`config.mk`:
```
export PLATFORM = sky130hd
export DESIGN_NAME = adc_serial_pins
export DESIGN_NICKNAME = d
export VERILOG_FILES = /design/src/rtl/adc_pins_pkg.sv /design/src/rtl/adc_serial_pins.sv
export VERILOG_INCLUDE_DIRS = /design/src /design/src/rtl
export SDC_FILE = /design/constraint.sdc
export NUM_CORES = 1
export LEC_CHECK = 0
export BUFFER_PORTS_ARGS = -buffer_cell sky130_fd_sc_hd__buf_2
export CAP_MARGIN = 20
export CORE_UTILIZATION = 60
export DETAILED_ROUTE_END_ITERATION = 8
export PLACE_DENSITY = 0.86
export SLEW_MARGIN = 20
export SYNTH_ARGS = -nofsm -noshare
export SYNTH_HDL_FRONTEND = slang
export SYNTH_SLANG_ARGS = --single-unit
```
`constraint.sdc`:
```
create_clock -name sys_clk -period 3.4 [get_ports sys_clk]
set_clock_uncertainty 0.05 [all_clocks]
set_input_delay 0.51 -clock sys_clk [delete_from_list [all_inputs] [get_ports sys_clk]]
set_output_delay 0.51 -clock sys_clk [all_outputs]
set_load 0.02 [all_outputs]
```
`src/rtl/adc_pins_map.svh`:
```
// register map, field positions and reset values of the pin logic
`ifndef ADC_PINS_MAP_SVH
`define ADC_PINS_MAP_SVH
// ------------------------------------------------------------
// register select codes (comms register field)
// ------------------------------------------------------------
`define SEL_STATUS 3'h0
`define SEL_MODE 3'h1
`define SEL_CONFIG 3'h2
`define SEL_DATA 3'h3
`define SEL_ID 3'h4
`define SEL_GPOCON 3'h5
// ------------------------------------------------------------
// fields and widths
// ------------------------------------------------------------
`define COMMS_BITS 5'h08
`define SHORT_BITS 5'h08
`define LONG_BITS 5'h18
`define COMMS_READ_BIT 6
`define COMMS_SEL_HI 5
`define COMMS_SEL_LO 3
`define CFG_REF_SELECT_BIT 20
`define STATUS_RDY_BIT 7
`define GPO_HI 3
`define GPO_LO 0
// ------------------------------------------------------------
// reset values; id value is arbitrary
// ------------------------------------------------------------
`define ZERO_WORD 24'h000000
`define MODE_RESET 24'h080060
`define CONFIG_RESET 24'h000117
`define ID_VALUE 24'h0000A5
`define GPO_RESET 24'h000000
`define COUNT_ZERO 5'h00
`define COUNT_ONE 5'h01
`endif

```
`src/rtl/adc_pins_pkg.sv`:
```
// types shared by the serial, ready and output-pin logic
package adc_pins_pkg;
   // serial transfer phase, one bit changes command->write, two bits change command->read
   typedef enum logic [1:0] {
      PH_CMD = 2'b00,
      PH_WRITE = 2'b01,
      PH_READ = 2'b11
   } phase_e;

   // serial pins after synchronisation
   typedef struct packed {
      logic cs_n;
      logic sclk;
      logic din;
   } link_s;

   // one shared output pin: level and active-low enable
   typedef struct packed {
      logic level;
      logic oe_n;
   } pin_drive_s;

   typedef logic [23:0] word_t;
endpackage

```
`src/rtl/adc_serial_pins.sv`:
```
// serial interface, ready pin, filter sync and output pins of the converter
//
// Operation
// - while filter sync is low the filter, its control, calibration and modulator are held in reset.
// - filter sync leaves the serial interface alone but forces a low ready indication back high.
// - the shared output/ready pin goes low when a completed conversion is loaded, which waits for chip select high.
// - an unread result has its ready indication returned high before the next result update.
// - with chip select low output bits change on the falling clock edge and the host samples on the rising edge.
// - the output shift register loads from any selected on-chip register so a read returns it.
// - serial input bits are transferred to the register addressed by the comms register select field.
// - four pins are general-purpose outputs driven from register contents, by default including the shared two.
// - with the reference source select bit at 1 the two shared pins stop driving and serve as second reference inputs.
`include "adc_pins_map.svh"
module adc_serial_pins
   import adc_pins_pkg::*;
(
   input wire logic sys_clk, // system clock, 50 MHz
   input wire logic reset_n, // synchronous reset, active low
   input wire logic cs_n, // chip select pin, async
   input wire logic sclk, // serial clock pin, async
   input wire logic din, // serial data in pin, async
   input wire logic sync_n, // filter sync pin, async
   input wire logic [23:0] sample_data, // conversion result
   input wire logic sample_valid, // result offered
   output logic sample_ready, // buffer can accept
   output logic dout_rdy, // serial out / ready pin
   output logic filter_reset, // filter, control, calibration reset
   output logic modulator_reset, // modulator held in reset
   output logic gpo_bit3, // general-purpose output 3
   output logic gpo_bit2, // general-purpose output 2
   output logic gpo1_or_second_ref_pos, // output 1 level
   output logic gpo1_or_second_ref_pos_oe_n, // low while driving
   output logic gpo0_or_second_ref_neg, // output 0 level
   output logic gpo0_or_second_ref_neg_oe_n, // low while driving
   output logic reference_source_select // second reference chosen
);

   // ------------------------------------------------------------
   // functions
   // ------------------------------------------------------------
   // number of data bits a register takes on the wire
   function automatic logic [4:0] reg_bits(input logic [2:0] sel);
      logic [4:0] n;
      n = `SHORT_BITS;
      if (sel == `SEL_MODE || sel == `SEL_CONFIG || sel == `SEL_DATA)
         n = `LONG_BITS;
      return n;
   endfunction

   // ------------------------------------------------------------
   // synchronisers
   // ------------------------------------------------------------
   link_s link_meta, link_s1, link_s2;
   logic sync_meta, sync_s;

   // two stages before any logic looks at the pins
   always_ff @(posedge sys_clk) begin
      if (!reset_n) begin
         link_meta <= '{cs_n: 1'b1, sclk: 1'b1, din: 1'b0};
         link_s1 <= '{cs_n: 1'b1, sclk: 1'b1, din: 1'b0};
         link_s2 <= '{cs_n: 1'b1, sclk: 1'b1, din: 1'b0};
         sync_meta <= 1'b1;
         sync_s <= 1'b1;
      end else begin
         link_meta <= '{cs_n: cs_n, sclk: sclk, din: din};
         link_s1 <= link_meta;
         link_s2 <= link_s1;
         sync_meta <= sync_n;
         sync_s <= sync_meta;
      end
   end

   logic sclk_rise, sclk_fall, active;
   assign active = !link_s1.cs_n;
   assign sclk_rise = active && link_s1.sclk && !link_s2.sclk;
   assign sclk_fall = active && !link_s1.sclk && link_s2.sclk;

   // ------------------------------------------------------------
   // filter sync
   // ------------------------------------------------------------
   // hold in reset
   always_ff @(posedge sys_clk) begin
      if (!reset_n) begin
         filter_reset <= 1'b1;
         modulator_reset <= 1'b1;
      end else begin
         filter_reset <= !sync_s;
         modulator_reset <= !sync_s;
      end
   end

   // ------------------------------------------------------------
   // two-entry result buffer
   // ------------------------------------------------------------
   word_t buf_mem [2];
   logic buf_wr, buf_rd;
   logic [1:0] buf_count;
   logic buf_valid, buf_pop, buf_push;

   assign buf_valid = buf_count != 2'h0;
   assign buf_push = sample_valid && sample_ready;

   // stale results flushed so conversion restarts fresh
   always_ff @(posedge sys_clk) begin
      if (!reset_n || !sync_s) begin
         buf_wr <= 1'b0;
         buf_rd <= 1'b0;
         buf_count <= 2'h0;
         sample_ready <= 1'b0;
      end else begin
         if (buf_push) begin
            buf_mem[buf_wr] <= sample_data;
            buf_wr <= !buf_wr;
         end
         if (buf_pop)
            buf_rd <= !buf_rd;
         case ({buf_push, buf_pop})
            2'b10: buf_count <= buf_count + 2'h1;
            2'b01: buf_count <= buf_count - 2'h1;
            default: buf_count <= buf_count;
         endcase
         // ready registered: full after this cycle means stall
         sample_ready <= (buf_count == 2'h0)
            || (buf_count == 2'h1 && !(buf_push && !buf_pop))
            || (buf_count == 2'h2 && buf_pop);
      end
   end

   // ------------------------------------------------------------
   // serial transfer state
   // ------------------------------------------------------------
   phase_e phase;
   logic [4:0] bit_count;
   logic [4:0] width;
   word_t in_shift, out_shift;
   logic [2:0] sel, cmd_sel;
   logic read_done, write_done;
   word_t mode_reg, config_reg, data_reg, gpo_reg;
   logic rdy_n;

   assign width = reg_bits(sel);
   assign cmd_sel = in_shift[`COMMS_SEL_HI - 1:`COMMS_SEL_LO - 1];
   assign write_done = phase == PH_WRITE && sclk_rise
      && bit_count == width - `COUNT_ONE;
   assign read_done = phase == PH_READ && sclk_rise
      && bit_count == width - `COUNT_ONE;

   // selected register as the output shifter sees it
   function automatic word_t reg_value(input logic [2:0] s);
      word_t v;
      v = `ZERO_WORD;
      unique case (s)
         `SEL_STATUS: v[`STATUS_RDY_BIT] = rdy_n;
         `SEL_MODE: v = mode_reg;
         `SEL_CONFIG: v = config_reg;
         `SEL_DATA: v = data_reg;
         `SEL_ID: v = `ID_VALUE;
         `SEL_GPOCON: v = gpo_reg;
         default: v = `ZERO_WORD;
      endcase
      return v;
   endfunction

   // phase and bit counter; chip select high returns to command
   always_ff @(posedge sys_clk) begin
      if (!reset_n || !active) begin
         phase <= PH_CMD;
         bit_count <= `COUNT_ZERO;
         sel <= `SEL_STATUS;
      end else if (sclk_rise) begin
         unique case (phase)
            PH_CMD: begin
               if (bit_count == `COMMS_BITS - `COUNT_ONE) begin
                  bit_count <= `COUNT_ZERO;
                  sel <= cmd_sel;
                  phase <= in_shift[`COMMS_READ_BIT - 1]
                     ? PH_READ : PH_WRITE;
               end else
                  bit_count <= bit_count + `COUNT_ONE;
            end
            PH_WRITE, PH_READ: begin
               if (bit_count == width - `COUNT_ONE) begin
                  bit_count <= `COUNT_ZERO;
                  phase <= PH_CMD;
               end else
                  bit_count <= bit_count + `COUNT_ONE;
            end
         endcase
      end
   end

   // input shifter samples on the rising edge
   always_ff @(posedge sys_clk) begin
      if (!reset_n)
         in_shift <= `ZERO_WORD;
      else if (sclk_rise)
         in_shift <= {in_shift[22:0], link_s1.din};
   end

   always_ff @(posedge sys_clk) begin
      if (!reset_n) begin
         out_shift <= `ZERO_WORD;
      end else if (phase == PH_CMD && sclk_rise
            && bit_count == `COMMS_BITS - `COUNT_ONE) begin
         out_shift <= reg_value(cmd_sel) << (`LONG_BITS - reg_bits(cmd_sel));
      end else if (phase == PH_READ && sclk_fall) begin
         out_shift <= {out_shift[22:0], 1'b0};
      end
   end

   always_ff @(posedge sys_clk) begin
      if (!reset_n) begin
         mode_reg <= `MODE_RESET;
         config_reg <= `CONFIG_RESET;
         gpo_reg <= `GPO_RESET;
      end else if (write_done) begin
         unique case (sel)
            `SEL_MODE: mode_reg <= {in_shift[22:0], link_s1.din};
            `SEL_CONFIG: config_reg <= {in_shift[22:0], link_s1.din};
            `SEL_GPOCON: gpo_reg <= {16'h0000, in_shift[6:0], link_s1.din};
            default: gpo_reg <= gpo_reg;
         endcase
      end
   end

   // ------------------------------------------------------------
   // result update and ready flag
   // ------------------------------------------------------------
   // updates wait for chip select high so a read is never torn
   assign buf_pop = buf_valid && rdy_n && link_s1.cs_n && sync_s;

   always_ff @(posedge sys_clk) begin
      if (!reset_n) begin
         rdy_n <= 1'b1;
         data_reg <= `ZERO_WORD;
      end else if (!sync_s) begin
         rdy_n <= 1'b1;
      end else if (buf_pop) begin
         data_reg <= buf_mem[buf_rd];
         rdy_n <= 1'b0;
      end else if (buf_valid && !rdy_n && link_s1.cs_n) begin
         rdy_n <= 1'b1;
      end else if (read_done && sel == `SEL_DATA) begin
         rdy_n <= 1'b1;
      end
   end

   // pin shows data bit while reading, ready otherwise
   always_ff @(posedge sys_clk) begin
      if (!reset_n)
         dout_rdy <= 1'b1;
      else if (phase == PH_READ && active && sclk_fall)
         dout_rdy <= out_shift[23]; // msb leaves as the shifter moves on
      else if (phase != PH_READ || !active)
         dout_rdy <= rdy_n;
   end

   // ------------------------------------------------------------
   // general-purpose outputs
   // ------------------------------------------------------------
   pin_drive_s pin1, pin0;
   always_comb begin
      pin1.level = gpo_reg[1];
      pin0.level = gpo_reg[0];
      pin1.oe_n = config_reg[`CFG_REF_SELECT_BIT];
      pin0.oe_n = config_reg[`CFG_REF_SELECT_BIT];
   end

   always_ff @(posedge sys_clk) begin
      if (!reset_n) begin
         gpo_bit3 <= 1'b0;
         gpo_bit2 <= 1'b0;
         gpo1_or_second_ref_pos <= 1'b0;
         gpo1_or_second_ref_pos_oe_n <= 1'b0;
         gpo0_or_second_ref_neg <= 1'b0;
         gpo0_or_second_ref_neg_oe_n <= 1'b0;
         reference_source_select <= 1'b0;
      end else begin
         gpo_bit3 <= gpo_reg[3];
         gpo_bit2 <= gpo_reg[2];
         gpo1_or_second_ref_pos <= pin1.level & !pin1.oe_n;
         gpo1_or_second_ref_pos_oe_n <= pin1.oe_n;
         gpo0_or_second_ref_neg <= pin0.level & !pin0.oe_n;
         gpo0_or_second_ref_neg_oe_n <= pin0.oe_n;
         reference_source_select <= config_reg[`CFG_REF_SELECT_BIT];
      end
   end

endmodule

```
* Yosys cells after proc, flatten, opt, wreduce, memory -nomap -nowiden *
Memories as Yosys holds them, arrays and structs flattened. A register that Yosys moved wholly into a read port is not among the register bits.
Index checks and enable logic that the tools add are counted.

storage, ports and cells
  output and inout bits = 11
  bits in latches = 0
  memories = 1
  word-level logic and storage cells = 149
  bits in registers = 135
  ROM bits = 0
  RAM bits = 48

operators by class
  $add $sub $neg = 5
  muxes and demuxes = 31
  bitwise gates (word level) = 2
  multipliers = 0
  order comparisons = 0
  reduce and logical (&&, ||, !) cells = 60
  equal/unequal tests = 20
  div/mod/pow operators = 0
  shift operators = 1

memory list
  name     words  width  rd ports  clocked after memory_dff  write ports  line                   RTL
  buf_mem  2      24     1         1                         1            adc_serial_pins.sv:95  word_t buf_mem [2];

operator list
  cell                                                              count
  24-bit two-way mux                                                2
  16-bit one-hot mux with 3 select lines                            1
  7-bit one-hot mux with 5 select lines                             1
  16-bit two-way mux                                                2
  5-bit two-way mux                                                 6
  24-bit by 5-bit << shifter with 24-bit output                     1
  1-bit logical AND                                                 23
  7-bit two-way mux                                                 2
  3-bit by 2-bit == test with 1-bit output (second input constant)  4
  1-bit logical NOT                                                 12
  1-bit two-way mux                                                 10
  5-bit one-hot mux with 2 select lines                             1
  2-bit AND reduction                                               5
  3-bit == test (second input constant)                             3
  1-bit logical OR                                                  9
  2-bit one-hot mux with 2 select lines                             2
  2-bit nonzero test                                                4
  2-bit by 1-bit == test with 1-bit output (second input constant)  3
  2-bit == test (second input constant)                             3
  3-bit by 1-bit == test with 1-bit output (second input constant)  2
  2-bit two-way mux                                                 3
  2-bit != test (second input constant)                             3
  1-bit one-hot mux with 6 select lines                             1
  3-bit AND reduction                                               2
  other kinds (12)                                                  14

* Longest topological paths before layout *
Gate-level depths: netlist of the first run.

  word-level depth = 11
  gate-level depth with buffers = 11

* Least setup slack after synthesis of the first run *
OpenSTA, ideal clock, no wires.

  path kind = input -> register
  from = input port reset_n
  to = memory buf_mem[0][0] (netlist bit) (enable)
  required time = 2915 ps
  slack = 236 ps
  data arrival time = 2679 ps
  setup time = 435 ps
  cell stages on the path = 3
  path through = clkbuf_1 > nand2_1 > nor3_1

on the way
  word-level cells in the longest chain between the ends = 4

ends and longest elaborated chain
  what                                     line                    RTL
  start: declaration                       adc_serial_pins.sv:18   input wire logic reset_n,
  1-bit logical NOT                        --
  1-bit logical OR                         adc_serial_pins.sv:105  if (!reset_n || !sync_s) begin
  1-bit two-way mux                        adc_serial_pins.sv:105
  1-bit two-way mux (not written as such)  adc_serial_pins.sv:112  buf_mem[buf_wr] <= sample_data;
  end: declaration                         adc_serial_pins.sv:95

Every way passes these cells.

* Worst setup path in the final report of the first run *
  from = register link_s1[1] (netlist bit)
  to = register gpo_reg[2]

on the way
  word-level cells in the longest chain between the ends = 5

ends and longest elaborated chain
  what                                  line                    RTL
  start: declaration                    adc_serial_pins.sv:53   link_s link_meta, link_s1, link_s2;
  start signal: assignment              adc_serial_pins.sv:60   link_s1 <= '{cs_n: 1'b1, sclk: 1'b1, din: 1'b0};
  start signal: assignment              adc_serial_pins.sv:66   link_s1 <= link_meta;
  1-bit logical AND (2 in series)       adc_serial_pins.sv:75   assign sclk_rise = active && link_s1.sclk && !link_s2.sclk;
  1-bit logical AND                     adc_serial_pins.sv:143  assign write_done = phase == PH_WRITE && sclk_rise
  1-bit logical AND (no source line)    --
  2-bit AND reduction (no source line)  --
  end signal: assignment                adc_serial_pins.sv:215  gpo_reg <= `GPO_RESET;
  end signal: assignment                adc_serial_pins.sv:220  `SEL_GPOCON: gpo_reg <= {16'h0000, in_shift[6:0], link_s1.din};
  end signal: assignment                adc_serial_pins.sv:221  default: gpo_reg <= gpo_reg;
  end: declaration                      adc_serial_pins.sv:138  word_t mode_reg, config_reg, data_reg, gpo_reg;

Every way passes these cells.
A chain may end at the register's enable or synchronous reset.

==> results.md, run 1 <==
* Status: complete, no violations
* DP Wirelength at 11,030 µm
* Worst-Margin Slew at 0.9344 ns
* CP Max Fanout at 33
* Max reg flops at 48
* Number of global-route vias before repair at 6,088
* Hold Buf Count CTS at 0
* Synth Instances at 883
* Routability cong. at 0.9027
* Leakage Power at 3.282 nW
* Setup WS post-layout at 0.8136 ns
* Final Util at 69.60%
* Worst Hold Class: input pin to flip-flop
* Reg2Reg Depth at 6
* Initial Util at 62.58%
* Delay-heaviest family, CP: simple AND/OR/NAND/NOR gates
* DR iter-0 viols at 615
* IO Pins at 42
* Synthesis-to-finish area growth at 11.21%
* Clock Path Buffers at 3
* Peak VDD IR at 0.6442 mV
* CP Launch Type: flip-flop
* Largest Register: buf_mem
* Cell area after layout at 0.009363 mm²
* # rows at 42
* EDFF count, synth at 48
* Crit-path slowest cell: and4b_1
* Post-Route WL at 17,480 µm
* Setup TNS at 0 ns
* Synth warn at 0
* DR vias/cell at 5.832
* Clock latency on the worst-skew pair at 0.49 ns
* Reg area at 0.004624 mm²
* Syn Area/Cell at 9.535 µm²
* Vias at 6,351
* Fill cells at 1,019
* Share of cells above drive strength 1 at 13.69%
* Minimum clock period at 2.586 ns
* Placed cell area at 0.008735 mm²
* Clock Tree Root: clkbuf_16
* Cell Pwr Density at 590.5 mW/mm²
* TritonCTS Buffers at 21
* #FFs+latches synth at 207
* Setup WS pre-CTS at 0.8791 ns
* Die Area at 0.01451 mm²
* Fmax at 386.6 MHz
* CP Cell Sequence: or3b_1 > buf_4 > nor4_1 > and4b_1 > mux2i_1 > nor2_1
* Core Area at 0.01345 mm²
* Worst EP arrival at 2.90 ns
* Post-Place Cells at 1,051
* Reg2reg setup slack at 0.81 ns
* GRT Residual Overflow at 0
* RSZ-0062 raised after global routing: false
* FF-to-FF End: gpo_reg[2]$_SDFFE_PN0P_
* Maxcap violations at 0
* Worst Path Required at 3.72 ns
* Worst Hold Path Cells at 2
* Hold EP: link_meta[2]$_SDFF_PN1_
* Clock sink total at 207
* Per-cell routed wire length at 16.05 µm
* Async SR Flop Fraction at 0%
* Critical register-to-register path startpoint: link_s1[1]$_SDFF_PN1_
* Worst min-delay path startpoint: cs_n
* H-tree level count at 1
* Hold slack final at 0.1473 ns
* Main flop type after synthesis: dfxtp_1
* Worst-path clk slew at 0.06 ns
* Cell Area, Synth at 0.008419 mm²
* Die height at 120.5 µm
* # DRC at 0
* Antenna violations before repair at 0
* Pre-antenna DRT Iters at 5
* Period utilization at 76.07%
* Critical path endpoint category: flip-flop
* Setup violators final at 0
* Post-CTS Setup Bufs at 0
* Syn nets at 922
* CTS tree: yes
* First-pass GRT wire length at 28,880 µm
* Final Hold Fails at 0
* Post-route ant nets at 0
* NumNets Final at 937
* Largest net degree at the start of global routing at 95
* Worst slew margin relative to its limit at 37.71%
* Sequential area share after synthesis at 54.93%
* Die Width at 120.5 µm
* Multi-input gate area at 0.003477 mm²
* Slew Limit Fails at 0
* GR Util All Layers at 24.72%
* Power Total at 5.529 mW
* Max stage delay on crit path at 0.61 ns
* Crit path buf inv count at 1
* Unique masters post-synth at 53
* Finished Layout Cells at 1,089
* Antenna diode count at 0
* Post_cts resized at 0
* Critical setup path kind: flip-flop to flip-flop
* Port bufs at 41
power by group:
| part | internal, mW | switching [mW] |
|---|---|---|
| clock | 1.19 | 0.915 |
| sequential | 2.72 | 0.139 |
| combinational | 0.229 | 0.336 |
| total | 4.14 | 1.39 |
worst max path at each step:
stage | end | startpoint | slack (ns) | cells after the start
finish | gpo_reg[2]$_SDFFE_PN0P_ | link_s1[1]$_SDFF_PN1_ | 0.81 | 6
global route | config_reg[8]$_SDFFE_PN1P_ | bit_count[0]$_SDFFE_PP0N_ | 0.70 | 6
CTS | gpo_reg[2]$_SDFFE_PN0P_ | link_s1[1]$_SDFF_PN1_ | 0.86 | 6
detailed placement | gpo_reg[1]$_SDFFE_PN0P_ | link_s1[1]$_SDFF_PN1_ | 0.88 | 6
global placement | config_reg[2]$_SDFFE_PN1P_ | link_s1[1]$_SDFF_PN1_ | 0.97 | 5
floorplan | buf_mem[0][0]$_DFFE_PP_ | reset_n | 0.24 | 3
routing by layer:
layer	vias up	global-route usage, %	share of wire (%)
met5	-	0	0
met4	0	7.485	2.5
met3	39	3.868	7.3
met2	214	41.16	47
met1	3001	33.25	43
li1	3097	-	-
cell families after synthesis:
kind of cell    synth area share [%]
buf+inv                        4.072
compound gates                 14.10
flops                          54.93
xor+xnor                      0.7282
fa+ha+maj                      1.189
mux                            7.980
simple gates                   17.00
area by class of cell:
type	count	area share, %
tap	176	2.352
inverter	10	0.4009
sequential	207	49.39
timing repair buffer	62	4.009
multi-input combinational	596	37.14
clock inverter	8	0.5212
clock buffer	30	6.187
cell usage after synthesis, types with 5 or more instances:
master	count	area, µm²
and3_1	6	37.54
nor2_1	57	214.0
nor3_1	13	65.06
a21oi_1	94	470.5
a211oi_1	28	210.2
clkbuf_1	52	195.2
buf_2	10	50.05
o221ai_1	5	43.79
inv_1	8	30.03
a22o_1	8	70.07
dfxtp_1	159	3183
and2_1	7	43.79
mux2i_1	39	390.4
edfxtp_1	48	1441
xor2_1	5	43.79
nand2b_1	12	75.07
a22oi_1	20	150.1
nor2b_1	10	62.56
o21ai_0	12	60.06
mux2_2	25	281.5
nand3_1	14	70.07
nand2_1	188	705.7
ha_1	8	100.1
layout by cell type, fill, tap and decap left out, drive strengths merged, types with 11 or more instances in the layout:
cell type / instances
dfxtp: 159
a211oi: 28
mux2: 25
nand3: 14
nor2: 57
nand2: 188
edfxtp: 48
a22oi: 20
mux2i: 39
nand2b: 12
clkbuf: 30
buf: 62
nor3: 13
inv: 11
o21ai: 13
a21oi: 94
Note: power is estimated with default switching activity, not from simulation.
==> run 2: changes to the inputs <==
--- a/config.mk
+++ b/config.mk
@@ -8,9 +8,9 @@
 export LEC_CHECK = 0
 export BUFFER_PORTS_ARGS = -buffer_cell sky130_fd_sc_hd__buf_2
 export CAP_MARGIN = 20
-export CORE_UTILIZATION = 60
+export CORE_UTILIZATION = 55
 export DETAILED_ROUTE_END_ITERATION = 8
-export PLACE_DENSITY = 0.86
+export PLACE_DENSITY = 0.84
 export SLEW_MARGIN = 20
 export SYNTH_ARGS = -nofsm -noshare
 export SYNTH_HDL_FRONTEND = slang
==> constraint.sdc (replaced) <==
create_clock -name sys_clk -period 2.3 [get_ports sys_clk]
set_clock_uncertainty 0.05 [all_clocks]
set_input_delay 0.345 -clock sys_clk [delete_from_list [all_inputs] [get_ports sys_clk]]
set_output_delay 0.345 -clock sys_clk [all_outputs]
set_load 0.02 [all_outputs]
==> run 2 against run 1 <==
  * The flow now finishes with violations (design-rule violations)
  * Flip-flop and latch count is the same
  * Non-clock buffer count is 44 higher
  * Global-route usage shrank 0.48 points
  * Die area rose by 8.9%
  * Total power grew 50%
  * First-iteration DRC count decreased by 16%
  * Register-to-register slack worse by 0.67 ns
  * Largest cell class unchanged
==> results.md, run 2 (synthesis gave the netlist of run 1 again) <==
* DR vias/cell at 5.746 (was 5.832)
* Leakage Power at 3.491 nW (was 3.282 nW)
* Die height at 125.7 µm (was 120.5 µm)
* Pre-antenna DRT Iters at 7 (was 5)
* CTS tree: yes (unchanged)
* Clock Path Buffers at 3 (unchanged)
* Final Hold Fails at 0 (unchanged)
* Worst-Margin Slew at 0.6203 ns (was 0.9344 ns)
* Die Area at 0.01581 mm² (was 0.01451 mm²)
* Post-Route WL at 19,050 µm (was 17,480 µm)
* Cell Pwr Density at 844.8 mW/mm² (was 590.5 mW/mm²)
* Clock latency on the worst-skew pair at 0.50 ns (was 0.49 ns)
* Cell area after layout at 0.009834 mm² (was 0.009363 mm²)
* Largest Register: buf_mem (unchanged)
* Routability cong. at 0.8692 (was 0.9027)
* Reg2reg setup slack at 0.14 ns (was 0.81 ns)
* Post-CTS Setup Bufs at 0 (unchanged)
* FF-to-FF End: gpo_reg[5]$_SDFFE_PN0P_ (was gpo_reg[2]$_SDFFE_PN0P_)
* H-tree level count at 1 (unchanged)
* Maxcap violations at 0 (unchanged)
* Placed cell area at 0.008935 mm² (was 0.008735 mm²)
* Clock Tree Root: clkbuf_16 (unchanged)
* DP Wirelength at 11,650 µm (was 11,030 µm)
* Worst Hold Class: input pin to flip-flop (unchanged)
* Setup violators final at 0 (unchanged)
* Worst Hold Path Cells at 2 (unchanged)
* Worst Path Required at 2.63 ns (was 3.72 ns)
* Post-Place Cells at 1,076 (was 1,051)
* Clock sink total at 207 (unchanged)
* TritonCTS Buffers at 21 (unchanged)
* Max reg flops at 48 (unchanged)
* Critical setup path kind: flip-flop to flip-flop (unchanged)
* DR iter-0 viols at 519 (was 615)
* Reg2Reg Depth at 6 (unchanged)
* Largest net degree at the start of global routing at 55 (was 95)
* Violated checks: design-rule violations
* Per-cell routed wire length at 16.71 µm (was 16.05 µm)
* Period utilization at 93.93% (was 76.07%)
* GR Util All Layers at 24.25% (was 24.72%)
* Post-route ant nets at 0 (unchanged)
* CP Max Fanout at 8 (was 33)
* Port bufs at 41 (unchanged)
* Critical register-to-register path startpoint: link_s1[2]$_SDFF_PN1_ (was link_s1[1]$_SDFF_PN1_)
* IO Pins at 42 (unchanged)
* CP Cell Sequence: or3b_1 > nor4_1 > and4b_1 > buf_4 > mux2i_1 > nor2_1 (was or3b_1 > buf_4 > nor4_1 > and4b_1 > mux2i_1 > nor2_1)
* GRT Residual Overflow at 0 (unchanged)
* Minimum clock period at 2.160 ns (was 2.586 ns)
* # DRC at 1 (was 0)
* Fill cells at 1,093 (was 1,019)
* Max stage delay on crit path at 0.49 ns (was 0.61 ns)
* Vias at 6,550 (was 6,351)
* Core Area at 0.01475 mm² (was 0.01345 mm²)
* Critical path endpoint category: flip-flop (unchanged)
* RSZ-0062 raised after global routing: false (unchanged)
* CP Launch Type: flip-flop (unchanged)
* Number of global-route vias before repair at 6,393 (was 6,088)
* Worst min-delay path startpoint: din (was cs_n)
* Commonest non-fill, non-tap cell in the layout: nand2_1 (unchanged)
* Antenna violations before repair at 0 (unchanged)
* # rows at 44 (was 42)
* Hold EP: link_meta[0]$_SDFF_PN0_ (was link_meta[2]$_SDFF_PN1_)
* First-pass GRT wire length at 30,980 µm (was 28,880 µm)
* Most frequent cells in the layout: nand2_1, dfxtp_1, a21oi_1 (unchanged)
* Status: finished with violations (was complete, no violations)
* Worst slew margin relative to its limit at 58.56% (was 37.71%)
* Fmax at 462.9 MHz (was 386.6 MHz)
* Die Width at 125.7 µm (was 120.5 µm)
* Worst EP arrival at 2.49 ns (was 2.90 ns)
* Peak VDD IR at 0.6402 mV (was 0.6442 mV)
* NumNets Final at 981 (was 937)
* Synthesis-to-finish area growth at 16.81% (was 11.21%)
* Crit-path slowest cell: or3b_1 (was and4b_1)
* Worst-path clk slew at 0.06 ns (about the same)
* Share of cells above drive strength 1 at 14.85% (was 13.69%)
* Initial Util at 57.06% (was 62.58%)
* Antenna diode count at 0 (unchanged)
* Finished Layout Cells at 1,140 (was 1,089)
* Slew Limit Fails at 0 (unchanged)
* Setup TNS at 0 ns (unchanged)
[run 2: metrics by stage]
step                      hold WS, ns  total power, mW  setup WS, ns  utilization [%]
after floorplan                0.3268            4.854       -0.6989                -
after global placement         0.3371            5.114        0.2076            60.56
after detailed placement       0.3395            5.166        0.1433            60.56
after CTS                    0.005761            8.290        0.1331            66.55
after global routing          0.02996            8.616       0.03451            66.66
final                         0.02714            8.308        0.1396            66.66
[run 2: how the worst max path moves through the flow]
stage	from	endpoint	slack [ns]
global placement	link_s1[2]$_SDFF_PN1_	out_shift[9]$_SDFFE_PN0P_	0.21
finish	link_s1[2]$_SDFF_PN1_	gpo_reg[5]$_SDFFE_PN0P_	0.14
global route	link_s1[2]$_SDFF_PN1_	out_shift[9]$_SDFFE_PN0P_	0.03
floorplan	reset_n	buf_mem[0][0]$_DFFE_PP_	-0.70
detailed placement	link_s1[2]$_SDFF_PN1_	out_shift[8]$_SDFFE_PN0P_	0.14
CTS	link_s1[2]$_SDFF_PN1_	out_shift[8]$_SDFFE_PN0P_	0.13
[run 2: what timing repair did]
item	in CTS	in global routing
endpoints found under the hold margin	50	1
hold buffers	26	1
endpoints found under the setup margin	0	4
gates resized for setup	0	2
[run 2: where the power goes]
group | leakage (nW) | internal (mW) | switching, mW
registers | 1.72 | 4.02 | 0.211
logic | 1.46 | 0.391 | 0.546
clock network | 0.307 | 1.80 | 1.35
total | 3.49 | 6.21 | 2.10
[run 2: worst max-delay path, delay by kind of cell (launching register included)]
kind / cells / cell delay, ns
buffers and inverters: 1 / 0.23
AND/OR/NAND/NOR: 4 / 1.23
multiplexers: 1 / 0.23
flip-flops: 1 / 0.30
[run 2: cell type report]
type                       count  area [µm²]  area share (%)
timing repair buffer         106       835.8           8.499
tap                          184       230.2           2.341
clock buffer                  34       605.6           6.158
multi-input combinational    596        3482           35.41
sequential                   207        4624           47.02
clock inverter                 3       18.77          0.1908
inverter                      10       37.54          0.3817
[run 2: routing by layer]
metal	track usage [%]	vias to the layer above	part of all wire (%)	routed length, µm
met1	31.50	3078	43	8187
met4	9.828	0	3.6	678
li1	-	3194	-	-
met3	3.738	57	5.6	1073
met5	0	-	0	0
met2	40.59	221	48	9105
==> run 3: changes to the inputs <==
--- a/config.mk
+++ b/config.mk
@@ -6,11 +6,13 @@
 export SDC_FILE = /design/constraint.sdc
 export NUM_CORES = 1
 export LEC_CHECK = 0
+export ABC_AREA = 1
 export BUFFER_PORTS_ARGS = -buffer_cell sky130_fd_sc_hd__buf_2
 export CAP_MARGIN = 20
-export CORE_UTILIZATION = 55
+export CORE_UTILIZATION = 35
 export DETAILED_ROUTE_END_ITERATION = 8
-export PLACE_DENSITY = 0.84
+export PLACE_DENSITY = 0.6
+export RECOVER_POWER = 25
 export SLEW_MARGIN = 20
 export SYNTH_ARGS = -nofsm -noshare
 export SYNTH_HDL_FRONTEND = slang
==> run 3 against run 2 <==
  * The run now ends clean
  * Sequential share of layout area down 1.3 points
  * Core utilization decreased by 24 points
  * First-iteration DRC count down 18%
  * Die area is 58% higher
  * Critical endpoint is now data_reg[8]$_SDFFE_PN0P_
  * Largest power group unchanged
==> results.md, run 3 <==
* Status: complete, no violations (was finished with violations)
* Syn nets at 1,098 (was 922)
* Worst Hold Class: input pin to flip-flop (unchanged)
* Antenna violations before repair at 1 (was 0)
* Initial Util at 36.03% (was 57.06%)
* Die Width at 158.1 µm (was 125.7 µm)
* Clock Path Buffers at 3 (unchanged)
* Synth Instances at 1,059 (was 883)
* Area leader, netlist: dfxtp_1 (unchanged)
* Number of global-route vias before repair at 6,522 (was 6,393)
* Adder-cell share of the synthesized area at 1.173% (was 1.189%)
* EDFF count, synth at 48 (unchanged)
* Cell area after layout at 0.01010 mm² (was 0.009834 mm²)
* Minimum clock period at 2.049 ns (was 2.160 ns)
* Core Area at 0.02368 mm² (was 0.01475 mm²)
* Synth top cells by count: nand2_1, dfxtp_1, nor2_1 (was nand2_1, dfxtp_1, a21oi_1)
* Sequential area share after synthesis at 54.19% (was 54.93%)
* #FFs+latches synth at 207 (unchanged)
* Synth warn at 0 (unchanged)
* H-tree level count at 1 (unchanged)
* Clock latency on the worst-skew pair at 0.50 ns (about the same)
* Setup TNS at 0 ns (unchanged)
* Leakage Power at 4.337 nW (was 3.491 nW)
* Delay-heaviest family, CP: buffers and inverters (was simple AND/OR/NAND/NOR gates)
* # DRC at 0 (was 1)
* Largest cells by area after synthesis: dfxtp_1, edfxtp_1, nand2_1 (unchanged)
* Post-route ant nets at 0 (unchanged)
* DR iter-0 viols at 427 (was 519)
* Clock sink total at 207 (unchanged)
* TritonCTS Buffers at 22 (was 21)
* Worst-path clk slew at 0.06 ns (about the same)
* Per-cell routed wire length at 13.86 µm (was 16.71 µm)
* Routability cong. at 0.8426 (was 0.8692)
* CP Launch Type: flip-flop (unchanged)
* DP Wirelength at 12,790 µm (was 11,650 µm)
* Synthesis-to-finish area growth at 18.42% (was 16.81%)
* Fmax at 488.2 MHz (was 462.9 MHz)
* GRT Residual Overflow at 0 (unchanged)
* CP Max Fanout at 49 (was 8)
* Critical path endpoint category: flip-flop (unchanged)
* Post-Route WL at 20,170 µm (was 19,050 µm)
* Unique masters post-synth at 36 (was 53)
* CTS tree: yes (unchanged)
* IO Pins at 42 (unchanged)
* Mux contribution to synthesized area at 0% (was 7.980%)
* Power Total at 8.754 mW (was 8.308 mW)
* XOR/XNOR Fraction of Synth Area at 0.4106% (was 0.7282%)
* Top cell by count, worst path: inv_1
* Vias at 6,928 (was 6,550)
* Main flop type after synthesis: dfxtp_1 (unchanged)
* Peak VDD IR at 0.6118 mV (was 0.6402 mV)
* Setup violators final at 0 (unchanged)
* Simple-gate share of the synthesized area at 23.94% (was 17.00%)
* Critical setup path kind: flip-flop to flip-flop (unchanged)
* Largest Register: buf_mem (unchanged)
* Worst-Margin Slew at 0.5110 ns (was 0.6203 ns)
* Crit-path slowest cell: buf_4 (was or3b_1)
* First-pass GRT wire length at 33,110 µm (was 30,980 µm)
* NumNets Final at 1,158 (was 981)
* Largest net degree at the start of global routing at 90 (was 55)
* Share of cells above drive strength 1 at 10.66% (was 14.85%)
* Cell Area, Synth at 0.008533 mm² (was 0.008419 mm²)
* Slew Limit Fails at 0 (unchanged)
* Commonest non-fill, non-tap cell in the layout: nand2_1 (unchanged)
* Most frequent cells in the layout: nand2_1, dfxtp_1, nor2_1 (was nand2_1, dfxtp_1, a21oi_1)
* Compound-Gate Fraction of Synth Area at 12.95% (was 14.10%)
* Async SR Flop Fraction at 0% (unchanged)
* Worst Path Required at 2.67 ns (was 2.63 ns)
* Max stage delay on crit path at 0.38 ns (was 0.49 ns)
* Worst EP arrival at 2.42 ns (was 2.49 ns)
* CP Cell Sequence: inv_1 > ha_1 > or2_1 > nor2_1 > nand2_1 > inv_1 > buf_4 > o21ai_0 > a31oi_1 (was or3b_1 > nor4_1 > and4b_1 > buf_4 > mux2i_1 > nor2_1)
* Worst slew margin relative to its limit at 65.85% (was 58.56%)
* Final Hold Fails at 0 (unchanged)
* Maxcap violations at 0 (unchanged)
* GR Util All Layers at 16.69% (was 24.25%)
* Post-CTS Setup Bufs at 0 (unchanged)
* Die height at 158.1 µm (was 125.7 µm)
* Port bufs at 41 (unchanged)
* Clock Tree Root: clkbuf_16 (unchanged)
* Die Area at 0.02501 mm² (was 0.01581 mm²)
* # rows at 56 (was 44)
* Largest family of logic cells by synthesized area: simple AND/OR/NAND/NOR gates (unchanged)
* Area share of the leading cell type in the synthesized netlist at 37.30% (was 37.81%)
* Max reg flops at 48 (unchanged)
* Placed cell area at 0.009107 mm² (was 0.008935 mm²)
* Crit path buf inv count at 3 (was 1)
* Most frequent cell after synthesis: nand2_1 (unchanged)
* RSZ-0062 raised after global routing: false (unchanged)
* Pre-antenna DRT Iters at 5 (was 7)
* Syn Area/Cell at 8.058 µm² (was 9.535 µm²)
* DR vias/cell at 4.762 (was 5.746)
* Period utilization at 89.07% (was 93.93%)
* Cell Pwr Density at 866.3 mW/mm² (was 844.8 mW/mm²)
run 3: cell count changes after synthesis, sizes merged, moves of 20 or more:
cell,before,now
nor2,57,117
a31oi,0,24
a211oi,28,0
a21oi,94,70
inv,9,96
a22oi,20,0
mux2,25,0
o21ai,13,78
nand2,188,291
nand3,14,47
mux2i,39,0
clkbuf,52,27
run 3: layout make-up:
class / count / area, µm²
Timing Repair Buffer: 94 / 684.4
Sequential cell: 207 / 4624
Clock inverter: 4 / 46.29
Tap cell: 319 / 399.1
Inverter: 97 / 366.6
Multi-Input combinational cell: 697 / 3297
Fill cell: 2407 / 13580
Antenna cell: 1 / 2.502
Clock buffer: 36 / 684.4
run 3: final timing paths:
kind,endpoint,depth (start not counted),slack (ns),from
worst max-delay path,data_reg[8]$_SDFFE_PN0P_,9,0.25,buf_count[0]$_SDFFE_PN0P_
worst min register to register,link_s1[0]$_SDFF_PN0_,2,0.36,link_meta[0]$_SDFF_PN0_
worst max register to register,data_reg[8]$_SDFFE_PN0P_,9,0.25,buf_count[0]$_SDFFE_PN0P_
worst min-delay path,config_reg[2]$_SDFFE_PN1P_,2,0.16,reset_n
run 3: report_power, final:
part	leakage [nW]	total [mW]	switching, mW	internal (mW)
registers	1.72	4.17	0.147	4.02
logic	2.25	1.06	0.697	0.362
clock network	0.361	3.53	1.39	2.14
run 3: cells by family after synthesis:
family / after synthesis
fa+ha+maj: 8
flops: 207
compound gates: 199
xor+xnor: 4
simple gates: 486
buf+inv: 155
run 3: what timing repair did:
action	CTS	global route
setup endpoints to repair	0	0
endpoints found under the hold margin	52	0
gates resized for setup	0	0
hold buffers	28	0
run 3: through the flow:
stage               util [%]  hold slack (ns)  setup WS (ns)  std cells
finish                 42.67           0.1554         0.2515       1455
global route           42.66           0.1669        0.02044       1454
CTS                    42.73           0.1358         0.2208       1454
detailed placement     38.46           0.3507         0.2610       1386
global placement       38.46           0.3442         0.2459       1386
floorplan                  -           0.3405        0.09900       1059
run 3: metal layers:
| metal | wire length, µm | share of wire (%) | track usage (%) |
|---|---|---|---|
| met1 | 9762 | 48 | 23.08 |
| met2 | 8804 | 44 | 26.13 |
| met3 | 970 | 4.8 | 2.382 |
| met4 | 631 | 3.1 | 6.639 |
| met5 | 0 | 0 | 0 |
